<file path="config.mk">
export PLATFORM = sky130hd
export DESIGN_NAME = quadrature_decoder_events
export DESIGN_NICKNAME = d
export VERILOG_FILES = /design/src/hw/quadrature_decoder_pkg.sv /design/src/hw/quadrature_decoder_events.sv
export VERILOG_INCLUDE_DIRS = /design/src /design/src/hw
export SDC_FILE = /design/constraint.sdc
export NUM_CORES = 1
export LEC_CHECK = 0
export BUFFER_PORTS_ARGS = -buffer_cell sky130_fd_sc_hd__buf_2
export CAP_MARGIN = 25
export CORE_UTILIZATION = 45
export DETAILED_ROUTE_END_ITERATION = 6
export PLACE_DENSITY = 0.65
export SETUP_SLACK_MARGIN = 0.1
export SLEW_MARGIN = 40
export SYNTH_ARGS = -nofsm -noshare
export SYNTH_HDL_FRONTEND = slang
export SYNTH_SLANG_ARGS = --single-unit
export TNS_END_PERCENT = 50
</file>
<file path="constraint.sdc">
create_clock -name REF_CLK -period 4.4 [get_ports REF_CLK]
set_clock_uncertainty 0.15 [all_clocks]
set_input_delay 0.22 -clock REF_CLK [delete_from_list [all_inputs] [get_ports REF_CLK]]
set_output_delay 0.22 -clock REF_CLK [all_outputs]
set_load 0.01 [all_outputs]
</file>
<file path="src/hw/quadrature_decoder_defines.svh">
`ifndef QUADRATURE_DECODER_DEFINES_SVH
`define QUADRATURE_DECODER_DEFINES_SVH

// register byte offsets
`define OFS_TASK_START 12'h000
`define OFS_TASK_STOP 12'h004
`define OFS_TASK_CLR_BOTH 12'h008
`define OFS_TASK_CLR_MOTION 12'h00c
`define OFS_TASK_CLR_DOUBLES 12'h010
`define OFS_EV_SAMPLE_READY 12'h100
`define OFS_EV_REPORT_READY 12'h104
`define OFS_EV_OVERFLOW 12'h108
`define OFS_EV_DOUBLE_READY 12'h10c
`define OFS_EV_HALTED 12'h110
`define OFS_LINKS 12'h200
`define OFS_IRQ_SET 12'h304
`define OFS_IRQ_CLR 12'h308
`define OFS_SAMPLE 12'h50c
`define OFS_REPORT_PERIOD 12'h510
`define OFS_MOTION 12'h514
`define OFS_MOTION_SNAP 12'h518
`define OFS_DOUBLE_COUNT 12'h544
`define OFS_DOUBLE_SNAP 12'h548

// event bit positions, shared by event, mask and irq registers
`define EV_SAMPLE 0
`define EV_REPORT 1
`define EV_OVERFLOW 2
`define EV_DOUBLE 3
`define EV_HALTED 4
`define EV_NUM 5

// link bit positions
`define LNK_REPORT_CLR_BOTH 0
`define LNK_SAMPLE_STOP 1
`define LNK_REPORT_CLR_MOTION 2
`define LNK_REPORT_STOP 3
`define LNK_DOUBLE_CLR_DOUBLES 4
`define LNK_DOUBLE_STOP 5
`define LNK_SAMPLE_CLR_BOTH 6
`define LNK_NUM 7

// report period codes and sample counts
`define RP_CODE_W 4
`define RP_CNT_W 9
`define RP_CODE_ONE 4'h8
`define RP_SAMPLES_C0 9'd10
`define RP_SAMPLES_C1 9'd40
`define RP_SAMPLES_C2 9'd80
`define RP_SAMPLES_C3 9'd120
`define RP_SAMPLES_C4 9'd160
`define RP_SAMPLES_C5 9'd200
`define RP_SAMPLES_C6 9'd240
`define RP_SAMPLES_C7 9'd280
`define RP_SAMPLES_ONE 9'd1
`define RP_RESET 4'h0

// sample encoding from the sampler core
`define SAMPLE_DOUBLE 2'b10
`define SAMPLE_DOUBLE_READ 32'h0000_0002

`define REG_RESET 32'h0000_0000

`endif

</file>
<file path="src/hw/quadrature_decoder_pkg.sv">
package quadrature_decoder_pkg;

   typedef enum logic [2:0] {
      ST_IDLE = 3'b001,
      ST_RUN = 3'b010,
      ST_STOPPING = 3'b100
   } run_state_t;

endpackage

</file>
<file path="src/hw/quadrature_decoder_events.sv">
// The APB register port was left to the implementer.
`timescale 1ns/1ps
`include "quadrature_decoder_defines.svh"

module quadrature_decoder_events
   import quadrature_decoder_pkg::*;
#(
   parameter int ACC_W = 11,
   parameter int DBL_W = 4
) (
   // clock and reset
   input wire logic REF_CLK,
   input wire logic RST_N,
   // apb slave
   input wire logic PSEL,
   input wire logic PENABLE,
   input wire logic PWRITE,
   input wire logic [11:0] PADDR,
   input wire logic [31:0] PWDATA,
   output logic [31:0] PRDATA,
   output logic PREADY,
   output logic PSLVERR,
   // sampler core
   input wire logic SAMPLE_STB,
   input wire logic [1:0] SAMPLE_VAL,
   input wire logic CORE_HALTED,
   output logic DECODER_RUN,
   // interrupt
   output logic IRQ
);

   function automatic logic wr_to(input logic [11:0] addr, input logic [11:0] ofs);
      return addr == ofs;
   endfunction

   function automatic logic [`RP_CNT_W-1:0] period_samples(input logic [`RP_CODE_W-1:0] code);
      logic [`RP_CNT_W-1:0] n;
      n = `RP_SAMPLES_C0;
      case (code)
         4'h1: n = `RP_SAMPLES_C1;
         4'h2: n = `RP_SAMPLES_C2;
         4'h3: n = `RP_SAMPLES_C3;
         4'h4: n = `RP_SAMPLES_C4;
         4'h5: n = `RP_SAMPLES_C5;
         4'h6: n = `RP_SAMPLES_C6;
         4'h7: n = `RP_SAMPLES_C7;
         `RP_CODE_ONE: n = `RP_SAMPLES_ONE;
         default: n = `RP_SAMPLES_C0;
      endcase
      return n;
   endfunction

   // state
   logic pready_reg;
   logic [31:0] prdata_reg;
   logic pslverr_reg;
   logic [`EV_NUM-1:0] ev_reg;
   logic [`EV_NUM-1:0] ev_next;
   logic [`EV_NUM-1:0] ev_pulse_reg;
   logic [`EV_NUM-1:0] mask_reg;
   logic [`EV_NUM-1:0] mask_next;
   logic [`LNK_NUM-1:0] link_reg;
   logic [`RP_CODE_W-1:0] period_reg;
   logic [`RP_CNT_W-1:0] rp_cnt_reg;
   logic [`RP_CNT_W-1:0] rp_cnt_next;
   logic signed [ACC_W-1:0] acc_reg;
   logic signed [ACC_W-1:0] acc_next;
   logic signed [ACC_W-1:0] snap_acc_reg;
   logic [DBL_W-1:0] dbl_reg;
   logic [DBL_W-1:0] dbl_next;
   logic [DBL_W-1:0] snap_dbl_reg;
   logic [1:0] sample_reg;
   logic irq_reg;
   logic run_reg;
   run_state_t state_reg;
   run_state_t state_next;

   // apb decode: writes land at the access edge, which is the only edge with pready high
   wire apb_setup = PSEL & ~PENABLE;
   wire apb_wr = PSEL & PENABLE & PWRITE & pready_reg;
   wire wr_one = apb_wr & PWDATA[0];

   wire [`EV_NUM-1:0] wr_ev;
   assign wr_ev[`EV_SAMPLE] = apb_wr & wr_to(PADDR, `OFS_EV_SAMPLE_READY);
   assign wr_ev[`EV_REPORT] = apb_wr & wr_to(PADDR, `OFS_EV_REPORT_READY);
   assign wr_ev[`EV_OVERFLOW] = apb_wr & wr_to(PADDR, `OFS_EV_OVERFLOW);
   assign wr_ev[`EV_DOUBLE] = apb_wr & wr_to(PADDR, `OFS_EV_DOUBLE_READY);
   assign wr_ev[`EV_HALTED] = apb_wr & wr_to(PADDR, `OFS_EV_HALTED);

   wire wr_links = apb_wr & wr_to(PADDR, `OFS_LINKS);
   wire wr_mset = apb_wr & wr_to(PADDR, `OFS_IRQ_SET);
   wire wr_mclr = apb_wr & wr_to(PADDR, `OFS_IRQ_CLR);
   wire wr_period = apb_wr & wr_to(PADDR, `OFS_REPORT_PERIOD);

   // links act on the event one cycle after it is raised
   wire p_smp = ev_pulse_reg[`EV_SAMPLE];
   wire p_rep = ev_pulse_reg[`EV_REPORT];
   wire p_dbl = ev_pulse_reg[`EV_DOUBLE];

   wire task_start = wr_one & wr_to(PADDR, `OFS_TASK_START);
   wire task_stop = (wr_one & wr_to(PADDR, `OFS_TASK_STOP))
      | (link_reg[`LNK_SAMPLE_STOP] & p_smp)
      | (link_reg[`LNK_REPORT_STOP] & p_rep)
      | (link_reg[`LNK_DOUBLE_STOP] & p_dbl);
   wire task_clr_both = (wr_one & wr_to(PADDR, `OFS_TASK_CLR_BOTH))
      | (link_reg[`LNK_REPORT_CLR_BOTH] & p_rep)
      | (link_reg[`LNK_SAMPLE_CLR_BOTH] & p_smp);
   wire task_clr_mot = (wr_one & wr_to(PADDR, `OFS_TASK_CLR_MOTION))
      | (link_reg[`LNK_REPORT_CLR_MOTION] & p_rep);
   wire task_clr_dbl = (wr_one & wr_to(PADDR, `OFS_TASK_CLR_DOUBLES))
      | (link_reg[`LNK_DOUBLE_CLR_DOUBLES] & p_dbl);

   wire take_acc = task_clr_both | task_clr_mot;
   wire take_dbl = task_clr_both | task_clr_dbl;

   // accumulation; a sample arriving with a clear lands on the cleared value, so none is lost
   wire is_dbl = SAMPLE_VAL == `SAMPLE_DOUBLE;
   wire motion_stb = SAMPLE_STB & ~is_dbl;
   wire signed [ACC_W-1:0] acc_base = take_acc ? '0 : acc_reg;
   wire signed [ACC_W:0] acc_sum = {acc_base[ACC_W-1], acc_base}
      + {{(ACC_W-1){SAMPLE_VAL[1]}}, SAMPLE_VAL};
   wire acc_ovf = motion_stb & (acc_sum[ACC_W] ^ acc_sum[ACC_W-1]);
   assign acc_next = (motion_stb & ~acc_ovf) ? acc_sum[ACC_W-1:0] : acc_base;

   wire [DBL_W-1:0] dbl_base = take_dbl ? '0 : dbl_reg;
   wire dbl_full = &dbl_base;
   wire dbl_ovf = SAMPLE_STB & is_dbl & dbl_full;
   assign dbl_next = (SAMPLE_STB & is_dbl & ~dbl_full) ? dbl_base + 1'b1 : dbl_base;

   // report period; >= keeps a shortened period from overrunning
   wire [`RP_CNT_W-1:0] rp_last = period_samples(period_reg) - 1'b1;
   wire period_end = SAMPLE_STB & (rp_cnt_reg >= rp_last);
   assign rp_cnt_next = SAMPLE_STB ? (period_end ? '0 : rp_cnt_reg + 1'b1) : rp_cnt_reg;

   // run control
   always_comb begin
      state_next = state_reg;
      unique case (state_reg)
         ST_IDLE: begin
            if (task_stop) begin
               state_next = ST_STOPPING;
            end else if (task_start) begin
               state_next = ST_RUN;
            end
         end
         ST_RUN: begin
            if (task_stop) begin
               state_next = ST_STOPPING;
            end
         end
         ST_STOPPING: begin
            if (CORE_HALTED) begin
               state_next = ST_IDLE;
            end
         end
         default: state_next = ST_IDLE;
      endcase
   end

   wire halted_now = (state_reg == ST_STOPPING) & CORE_HALTED;

   // event sources
   wire [`EV_NUM-1:0] ev_set;
   assign ev_set[`EV_SAMPLE] = SAMPLE_STB;
   assign ev_set[`EV_REPORT] = period_end & (acc_next != '0);
   assign ev_set[`EV_OVERFLOW] = acc_ovf | dbl_ovf;
   assign ev_set[`EV_DOUBLE] = period_end & (dbl_next != '0);
   assign ev_set[`EV_HALTED] = halted_now;

   // sticky events, hardware set wins over a software write in the same cycle
   genvar gi;
   generate
      for (gi = 0; gi < `EV_NUM; gi++) begin : g_ev
         assign ev_next[gi] = ev_set[gi] | (wr_ev[gi] ? PWDATA[0] : ev_reg[gi]);
      end
   endgenerate

   assign mask_next = wr_mset ? (mask_reg | PWDATA[`EV_NUM-1:0])
      : wr_mclr ? (mask_reg & ~PWDATA[`EV_NUM-1:0]) : mask_reg;

   // read mux, captured in the setup cycle and presented in the access cycle
   logic [31:0] rd_val;
   logic rd_miss;
   always_comb begin
      rd_val = `REG_RESET;
      rd_miss = 1'b0;
      case (PADDR)
         `OFS_TASK_START, `OFS_TASK_STOP, `OFS_TASK_CLR_BOTH,
         `OFS_TASK_CLR_MOTION, `OFS_TASK_CLR_DOUBLES: rd_val = `REG_RESET;
         `OFS_EV_SAMPLE_READY: rd_val = {31'h0, ev_reg[`EV_SAMPLE]};
         `OFS_EV_REPORT_READY: rd_val = {31'h0, ev_reg[`EV_REPORT]};
         `OFS_EV_OVERFLOW: rd_val = {31'h0, ev_reg[`EV_OVERFLOW]};
         `OFS_EV_DOUBLE_READY: rd_val = {31'h0, ev_reg[`EV_DOUBLE]};
         `OFS_EV_HALTED: rd_val = {31'h0, ev_reg[`EV_HALTED]};
         `OFS_LINKS: rd_val = {{(32-`LNK_NUM){1'b0}}, link_reg};
         `OFS_IRQ_SET, `OFS_IRQ_CLR: rd_val = {{(32-`EV_NUM){1'b0}}, mask_reg};
         `OFS_SAMPLE: begin
            if (sample_reg == `SAMPLE_DOUBLE) begin
               rd_val = `SAMPLE_DOUBLE_READ;
            end else begin
               rd_val = {{30{sample_reg[1]}}, sample_reg};
            end
         end
         `OFS_REPORT_PERIOD: rd_val = {{(32-`RP_CODE_W){1'b0}}, period_reg};
         `OFS_MOTION: rd_val = {{(32-ACC_W){acc_reg[ACC_W-1]}}, acc_reg};
         `OFS_MOTION_SNAP: rd_val = {{(32-ACC_W){snap_acc_reg[ACC_W-1]}}, snap_acc_reg};
         `OFS_DOUBLE_COUNT: rd_val = {{(32-DBL_W){1'b0}}, dbl_reg};
         `OFS_DOUBLE_SNAP: rd_val = {{(32-DBL_W){1'b0}}, snap_dbl_reg};
         default: rd_miss = 1'b1;
      endcase
   end

   // bus answer
   always_ff @(posedge REF_CLK or negedge RST_N) begin
      if (!RST_N) begin
         pready_reg <= 1'b0;
         prdata_reg <= `REG_RESET;
         pslverr_reg <= 1'b0;
      end else begin
         pready_reg <= apb_setup;
         pslverr_reg <= apb_setup & rd_miss;
         if (apb_setup) begin
            prdata_reg <= PWRITE ? `REG_RESET : rd_val;
         end
      end
   end

   // configuration
   always_ff @(posedge REF_CLK or negedge RST_N) begin
      if (!RST_N) begin
         link_reg <= '0;
         period_reg <= `RP_RESET;
         mask_reg <= '0;
      end else begin
         if (wr_links) begin
            link_reg <= PWDATA[`LNK_NUM-1:0];
         end
         if (wr_period) begin
            period_reg <= PWDATA[`RP_CODE_W-1:0];
         end
         mask_reg <= mask_next;
      end
   end

   // accumulators and snapshots
   always_ff @(posedge REF_CLK or negedge RST_N) begin
      if (!RST_N) begin
         acc_reg <= '0;
         dbl_reg <= '0;
         snap_acc_reg <= '0;
         snap_dbl_reg <= '0;
         rp_cnt_reg <= '0;
         sample_reg <= '0;
      end else begin
         acc_reg <= acc_next;
         dbl_reg <= dbl_next;
         rp_cnt_reg <= rp_cnt_next;
         if (take_acc) begin
            snap_acc_reg <= acc_reg;
         end
         if (take_dbl) begin
            snap_dbl_reg <= dbl_reg;
         end
         if (SAMPLE_STB) begin
            sample_reg <= SAMPLE_VAL;
         end
      end
   end

   // events, run state, interrupt
   always_ff @(posedge REF_CLK or negedge RST_N) begin
      if (!RST_N) begin
         ev_reg <= '0;
         ev_pulse_reg <= '0;
         irq_reg <= 1'b0;
         run_reg <= 1'b0;
         state_reg <= ST_IDLE;
      end else begin
         ev_reg <= ev_next;
         ev_pulse_reg <= ev_set;
         irq_reg <= |(ev_next & mask_next);
         run_reg <= state_next == ST_RUN;
         state_reg <= state_next;
      end
   end

   assign PRDATA = prdata_reg;
   assign PREADY = pready_reg;
   assign PSLVERR = pslverr_reg;
   assign DECODER_RUN = run_reg;
   assign IRQ = irq_reg;

   // checks
   snap_motion_a: assert property (@(posedge REF_CLK) disable iff (!RST_N)
      take_acc |=> snap_acc_reg == $past(acc_reg))
      else $error("motion snapshot wrong");

   clr_doubles_a: assert property (@(posedge REF_CLK) disable iff (!RST_N)
      (take_dbl && !SAMPLE_STB) |=> dbl_reg == '0 && snap_dbl_reg == $past(dbl_reg))
      else $error("double clear wrong");

   sample_event_a: assert property (@(posedge REF_CLK) disable iff (!RST_N)
      SAMPLE_STB |=> ev_reg[`EV_SAMPLE] && ev_pulse_reg[`EV_SAMPLE] && sample_reg == $past(SAMPLE_VAL))
      else $error("sample event missing");

   // a software write of one may also raise the bit, so only hardware rises are held to the rule
   report_event_a: assert property (@(posedge REF_CLK) disable iff (!RST_N)
      ($rose(ev_reg[`EV_REPORT]) && !$past(wr_ev[`EV_REPORT])) |-> $past(period_end) && acc_reg != '0)
      else $error("report event without motion");

   overflow_hold_a: assert property (@(posedge REF_CLK) disable iff (!RST_N)
      (acc_ovf && !take_acc) |=> acc_reg == $past(acc_reg) && ev_reg[`EV_OVERFLOW])
      else $error("overflow not handled");

   double_event_a: assert property (@(posedge REF_CLK) disable iff (!RST_N)
      (period_end && dbl_next != '0) |=> ev_reg[`EV_DOUBLE])
      else $error("double event missing");

   halted_event_a: assert property (@(posedge REF_CLK) disable iff (!RST_N)
      ev_pulse_reg[`EV_HALTED] |-> state_reg == ST_IDLE && !run_reg)
      else $error("halted while running");

   link_stop_a: assert property (@(posedge REF_CLK) disable iff (!RST_N)
      (link_reg[`LNK_SAMPLE_STOP] && p_smp && state_reg == ST_RUN) |=> state_reg == ST_STOPPING)
      else $error("link stop ignored");

   mask_set_a: assert property (@(posedge REF_CLK) disable iff (!RST_N)
      (wr_mset && PWDATA[`EV_REPORT]) |=> mask_reg[`EV_REPORT])
      else $error("mask set ignored");

   mask_clr_a: assert property (@(posedge REF_CLK) disable iff (!RST_N)
      (wr_mclr && PWDATA[`EV_OVERFLOW]) |=> !mask_reg[`EV_OVERFLOW])
      else $error("mask clear ignored");

   irq_level_a: assert property (@(posedge REF_CLK) disable iff (!RST_N)
      IRQ == |(ev_reg & mask_reg))
      else $error("irq level mismatch");

   event_sticky_a: assert property (@(posedge REF_CLK) disable iff (!RST_N)
      (ev_reg[`EV_SAMPLE] && !wr_ev[`EV_SAMPLE]) |=> ev_reg[`EV_SAMPLE])
      else $error("event dropped");

   clr_both_a: assert property (@(posedge REF_CLK) disable iff (!RST_N)
      (task_clr_both && !SAMPLE_STB) |=> acc_reg == '0 && dbl_reg == '0
         && snap_acc_reg == $past(acc_reg) && snap_dbl_reg == $past(dbl_reg))
      else $error("clear both wrong");

   period_count_a: assert property (@(posedge REF_CLK) disable iff (!RST_N)
      SAMPLE_STB |=> (rp_cnt_reg == '0) == $past(period_end))
      else $error("report period count wrong");

   report_quiet_a: assert property (@(posedge REF_CLK) disable iff (!RST_N)
      (period_end && acc_next == '0 && !ev_reg[`EV_REPORT] && !wr_ev[`EV_REPORT]) |=> !ev_reg[`EV_REPORT])
      else $error("empty report raised event");

   double_hold_a: assert property (@(posedge REF_CLK) disable iff (!RST_N)
      (dbl_ovf && !take_dbl) |=> dbl_reg == $past(dbl_reg) && ev_reg[`EV_OVERFLOW])
      else $error("double overflow not handled");

endmodule // quadrature_decoder_events

</file>
==> impl_metrics.env, run 1 <==
export IMPL_min_path_type="primary input to flip-flop"
export IMPL_first_pass_iters=7
export IMPL_synth_edff_count=0
export IMPL_clk_latency_ns=0.34
export IMPL_reg2reg_to="IRQ"
export IMPL_area_growth_pct=14.7
export IMPL_tritoncts="built"
export IMPL_wl_um=12900
export IMPL_grt_max_degree=55
export IMPL_finalHoldViolCount=0
export IMPL_grt_pass1_wl_um=22200
export IMPL_max_freq_mhz=250
export IMPL_ff_latch_area_mm2=0.00208
export IMPL_min_from="PWDATA[3]"
export IMPL_whs_path_depth=2
export IMPL_fin_cells=768
export IMPL_syn_inst=565
export IMPL_worst_setup_path_start_kind="flip-flop"
export IMPL_min_to="link_reg[3]"
export IMPL_fin_crit_sh_pct=90.8
export IMPL_rsz0062_at_grt="false"
export IMPL_synth_main_ff_cell="dfrtp_1"
export IMPL_fillers=1026
export IMPL_worstMarginPinSlew_ns=0.690
export IMPL_synth_cell_types=67
export IMPL_ys_top_cells_by_area="dfrtp_1 (39%), ha_1 (6.6%), mux2_2 (5.9%), nand2_1 (5.0%), o21ai_0 (3.2%)"
export IMPL_clk_pin_slew_ns=0.07
export IMPL_vias=4469
export IMPL_wire_per_inst_um=16.8
export IMPL_synth_top_area_share_pct=38.7
export IMPL_worstSetupEndpointType="flip-flop"
export IMPL_dp_cells=749
export IMPL_ys_ff_latch=83
export IMPL_rr_worst_depth=15
export IMPL_violations="design-rule violations"
export IMPL_ys_warn_count=0
export IMPL_synth_avg_cell_area_um2=9.38
export IMPL_worst_hold_slack_ns=0.0105
export IMPL_floorplan_core_area_mm2=0.0115
export IMPL_p_per_area_mw_per_mm2=452
export IMPL_antenna_left=0
export IMPL_cap_viol_max_count=0
export IMPL_slew_violations=0
export IMPL_multi_input_area_mm2=0.00297
export IMPL_slowest_stage="fa_1"
export IMPL_status="finished, violations left"
export IMPL_ir_drop_mv=0.288
export IMPL_drive_gt1_share_pct=22.1
export IMPL_synth_area_mm2=0.00530
export IMPL_die_area_mm2=0.0122
export IMPL_crit_chain="and4_2, nand3_1, o211a_2, and2_1, ha_1, fa_1, a21oi_1, o211a_1, xnor2_1, nand3_1, nor4bb_1, nand4b_1, a21oi_1, buf_4, o221ai_1"
export IMPL_drt_iter0_markers=295
export IMPL_leakage_nw=2.78
export IMPL_cp_max_fo=13
export IMPL_crit_type="flip-flop to flip-flop"
export IMPL_layout_commonest_cell="dfrtp_1"
export IMPL_avgViaCountPerCell=5.82
export IMPL_diodes=0
export IMPL_yosysTopAreaCell="dfrtp_1"
export IMPL_worstPathArrival_ns=4.04
export IMPL_die_x_um=111
export IMPL_grt_overflow_total=0
export IMPL_setup_viol=0
export IMPL_regToRegSetupSlack_ns=0.41
export IMPL_grt_pass1_vias=4501
export IMPL_post_cts_setup_buffer_count=0
export IMPL_ys_seq_area_share_pct=39.2
export IMPL_r2r_start="PREADY"
export IMPL_cts_root_buf="clkbuf_16"
export IMPL_fin_nets=702
export IMPL_fin_crit_ns=3.99
export IMPL_io_pins=89
export IMPL_slew_limit_headroom_pct=53.7
export IMPL_start_util_pct=46.2
export IMPL_antenna_found_initial=0
export IMPL_dp_hpwl_um=9820
export IMPL_die_h_um=111
export IMPL_h_tree_depth=3
export IMPL_critPathMaxStageDelay_ns=0.41
export IMPL_num_rows=39
export IMPL_syn_nets=647
export IMPL_final_setup_tns_ns=0
export IMPL_track_usage_pct=22.4
export IMPL_worstPathRequired_ns=4.45
export IMPL_clock_sinks=83
export IMPL_final_cell_mix="dfrtp_1 (82), nand2_1 (70), buf_2 (62)"
export IMPL_cts_buffers=9
export IMPL_clock_tree_buffer_depth=2
export IMPL_place_congestion=0.908
export IMPL_async_flop_share_pct=100
export IMPL_drc=2
export IMPL_portBuffers=63
[repair_timing]
item | 4_1_cts | 5_1_grt
gates resized for setup | 0 | 6
endpoints found under the hold margin | 55 | 0
hold buffers | 3 | 0
endpoints found under the setup margin | 0 | 7
[Yosys cell counts, types with 7 or more instances]
| library cell | instances |
|---|---|
| a21oi_1 | 19 |
| a222oi_1 | 10 |
| a22oi_1 | 11 |
| and2_1 | 15 |
| buf_4 | 21 |
| clkbuf_1 | 9 |
| dfrtp_1 | 82 |
| ha_1 | 28 |
| inv_1 | 21 |
| mux2_2 | 28 |
| mux2i_1 | 7 |
| nand2_1 | 70 |
| nand2b_1 | 8 |
| nand3_1 | 19 |
| nand4_1 | 7 |
| nor2_1 | 41 |
| nor2b_1 | 7 |
| nor3_1 | 8 |
| o21ai_0 | 34 |
| o21ai_1 | 10 |
| xnor2_1 | 10 |
[critical path, delay by kind of cell, from the launching register on]
family	cells	cell delay [ns]
AND/OR/NAND/NOR	6	1.22
AO/OA/AOI/OAI	5	1.17
flip-flops	1	0.35
buffers and inverters	1	0.16
adder cells (fa/ha/maj)	2	0.63
XOR/XNOR	1	0.16
[cell type report]
| type | instances | area share, % |
|---|---|---|
| clock buffer | 10 | 3.77 |
| clock inverter | 6 | 1.89 |
| inverter | 21 | 1.30 |
| multi-input combinational | 428 | 48.8 |
| sequential | 83 | 34.2 |
| tap | 143 | 2.94 |
| timing repair buffer | 77 | 7.08 |
[metal layers]
metal  part of all wire [%]  wire, µm  track usage, %  vias up
li1                       -         -               -     2164
met1                     46      5910            29.3     2159
met2                     48      6160            36.6      127
met3                    4.0       523            4.56       19
met4                    2.5       328            8.36        0
met5                      0         0               0        -
[logic make-up (layout without fill, tap and decap cells)]
| group | count (synthesis) | in the layout | share of synthesized area (%) |
|---|---|---|---|
| AND/OR/NAND/NOR | 211 | 211 | 20.9 |
| AO/OA/AOI/OAI | 137 | 137 | 17.7 |
| flip-flops | 83 | 83 | 39.2 |
| buffers and inverters | 54 | 114 | 5.33 |
| multiplexers | 35 | 35 | 7.27 |
| adder cells (fa/ha/maj) | 29 | 29 | 6.99 |
| XOR/XNOR | 16 | 16 | 2.64 |
[worst max-delay path by stage]
| stage | from | endpoint | depth (start not counted) |
|---|---|---|---|
| 4_1_cts | PREADY | IRQ | 14 |
| 2_1_floorplan | PREADY | acc_reg[2] | 14 |
| 6_report | PREADY | IRQ | 15 |
| 5_1_grt | PREADY | IRQ | 15 |
| 3_5_place_dp | PADDR[8] | IRQ | 16 |
| 3_3_place_gp | PADDR[9] | IRQ | 16 |
[report_power, final]
part	switching (mW)	internal, mW	total, mW
registers	0.128	0.874	1.00
clock network	0.306	0.557	0.863
logic	0.503	0.379	0.882
total	0.938	1.81	2.75
[per-stage QoR]
step	util, %	setup slack [ns]	cell area, µm²	power (mW)
2_1_floorplan	-	0.697	5300	1.62
3_3_place_gp	49.5	0.233	5680	1.83
3_5_place_dp	49.6	0.228	5690	1.87
4_1_cts	52.8	0.273	6060	2.74
5_1_grt	53.0	0.139	6080	2.93
6_report	53.0	0.406	6080	2.75
(Power assumes the default switching activity.)
==> run 2, diff against run 1 <==
==> constraint.sdc (replaced) <==
create_clock -name REF_CLK -period 3.7 [get_ports REF_CLK]
set_clock_uncertainty 0.15 [all_clocks]
set_input_delay 0.185 -clock REF_CLK [delete_from_list [all_inputs] [get_ports REF_CLK]]
set_output_delay 0.185 -clock REF_CLK [all_outputs]
set_load 0.01 [all_outputs]
==> run 2 against run 1 <==
The run now ends clean. Utilization is 6.2 points higher. Global-route usage is 1.2 points higher. First-iteration DRC count is 2.7% higher. Register-to-register slack worse by 0.18 ns. Highest routed layer unchanged. Die area stayed put. Critical path depth stayed put. Non-clock buffer count is 56 higher.
==> impl_metrics.env, run 2 (synthesis gave the netlist of run 1 again) <==
export IMPL_antenna_left=0
export IMPL_finalHoldViolCount=0
export IMPL_cts_root_buf="clkbuf_16"
export IMPL_worst_setup_path_start_kind="flip-flop"
export IMPL_cp_max_fo=4
export IMPL_slew_violations=0
export IMPL_drt_iter0_markers=303
export IMPL_avgViaCountPerCell=5.73
export IMPL_max_freq_mhz=287
export IMPL_worstPathArrival_ns=3.52
export IMPL_fin_crit_ns=3.48
export IMPL_worstMarginPinSlew_ns=0.664
export IMPL_drive_gt1_share_pct=32.9
export IMPL_vias=4725
export IMPL_worst_hold_slack_ns=0.0853
export IMPL_ff_latch_area_mm2=0.00208
export IMPL_cap_viol_max_count=0
export IMPL_clk_latency_ns=0.33
export IMPL_dpl_worst_slack_ns=-0.193
export IMPL_wire_per_inst_um=17.2
export IMPL_critPathMaxStageDelay_ns=0.40
export IMPL_leakage_nw=3.09
export IMPL_p_per_area_mw_per_mm2=536
export IMPL_fin_nets=758
export IMPL_die_x_um=111
export IMPL_io_pins=89
export IMPL_die_area_mm2=0.0122
export IMPL_crit_buf_inv=2
export IMPL_portBuffers=63
export IMPL_tritoncts="built"
export IMPL_grt_pass1_wl_um=23200
export IMPL_crit_chain="inv_2, buf_4, ha_1, a21oi_2, o21ai_2, ha_4, xnor2_2, ha_1, a21oi_1, o31ai_1, a2111oi_1, o21bai_1, o311a_1, a211oi_2, o221ai_2"
export IMPL_timing_final_ws_setup_ns=0.222
export IMPL_crit_type="flip-flop to flip-flop"
export IMPL_clock_sinks=83
export IMPL_floorplan_core_area_mm2=0.0115
export IMPL_num_rows=39
export IMPL_fin_crit_sh_pct=94.0
export IMPL_ir_drop_mv=0.277
export IMPL_clock_tree_buffer_depth=2
export IMPL_critical_path_top_delay_family="compound AO/OA/AOI/OAI gates"
export IMPL_rsz0062_at_grt="true"
export IMPL_track_usage_pct=23.6
export IMPL_dp_hpwl_um=10400
export IMPL_fin_area_mm2=0.00679
export IMPL_post_dp_cell_area_mm2=0.00602
export IMPL_first_pass_iters=5
export IMPL_final_util_pct=59.2
export IMPL_cts_buffers=9
export IMPL_die_h_um=111
export IMPL_p_total_mw=3.64
export IMPL_fillers=973
export IMPL_area_growth_pct=28.1
export IMPL_layout_commonest_cell="dfrtp_1"
export IMPL_worstSetupEndpointType="flip-flop"
export IMPL_status="complete, no violations"
export IMPL_diodes=0
export IMPL_start_util_pct=46.2
export IMPL_antenna_found_initial=0
export IMPL_grt_overflow_total=0
export IMPL_place_congestion=0.901
export IMPL_setup_viol=0
export IMPL_grt_pass1_vias=4739
export IMPL_drc=0
export IMPL_h_tree_depth=3
export IMPL_grt_max_degree=84
export IMPL_worstPathRequired_ns=3.74
export IMPL_multi_input_area_mm2=0.00325
export IMPL_slew_limit_headroom_pct=55.7
export IMPL_slowest_stage="a2111oi_1"
export IMPL_min_path_type="primary input to flip-flop"
export IMPL_wl_um=14200
export IMPL_final_cell_mix="dfrtp_1 (82), nand2_1 (68), buf_2 (62)"
export IMPL_worst_path_most_repeated_cell="ha_1"
export IMPL_clk_pin_slew_ns=0.06
run 2: area by class of cell:
type / count / area share [%]
tap: 143 / 2.64
multi-input combinational: 428 / 47.9
inverter: 21 / 1.16
clock buffer: 10 / 3.37
clock inverter: 6 / 1.33
sequential: 83 / 30.6
timing repair buffer: 133 / 13.0
run 2: metrics by stage:
| stage | cells | TNS, ns |
|---|---|---|
| after floorplan | 565 | 0 |
| after detailed placement | 790 | -0.578 |
| after global routing | 824 | 0 |
| final | 824 | 0 |
| after global placement | 790 | -0.285 |
| after CTS | 818 | 0 |
run 2: what timing repair did:
item | 4_1_cts | 5_1_grt
hold buffers | 9 | 0
hold endpoints to repair | 92 | 0
gates cloned | 0 | 0
gates resized for setup | 10 | 46
pin swaps | 5 | 30
buffers inserted | 3 | 6
setup endpoints to repair | 9 | 16
run 2: final timing paths:
check                                startpoint         endpoint  slack (ns)  cells after the start
worst max-delay path              period_reg[0]              IRQ        0.22                     15
worst min-delay path                CORE_HALTED     state_reg[2]        0.09                      4
worst max register to register    period_reg[0]              IRQ        0.22                     15
worst min register to register  snap_dbl_reg[1]  snap_dbl_reg[1]        0.33                      2
max in group asynchronous                 RST_N      link_reg[2]        2.62                      2
min in group asynchronous                 RST_N        PRDATA[9]        0.29                      2
run 2: layer usage:
layer	routed length, µm	GRT usage, %
met1	6400	31.3
met2	6820	39.0
met3	561	3.95
met4	375	8.36
met5	0	0
run 2: worst reg2reg max path, cell delays in order, from the launching register on:
cell       delay (ns)
dfrtp_1          0.37
inv_2            0.07
buf_4            0.15
ha_1             0.22
a21oi_2          0.17
o21ai_2          0.10
ha_4             0.20
xnor2_2          0.14
ha_1             0.32
a21oi_1          0.12
o31ai_1          0.09
a2111oi_1        0.40
o21bai_1         0.15
o311a_1          0.21
a211oi_2         0.33
o221ai_2         0.15
run 2: report_power, final:
group | switching, mW | internal, mW | leakage [nW]
logic | 0.753 | 0.739 | 1.85
registers | 0.158 | 1.04 | 1.09
clock network | 0.359 | 0.592 | 0.153
total | 1.27 | 2.37 | 3.09
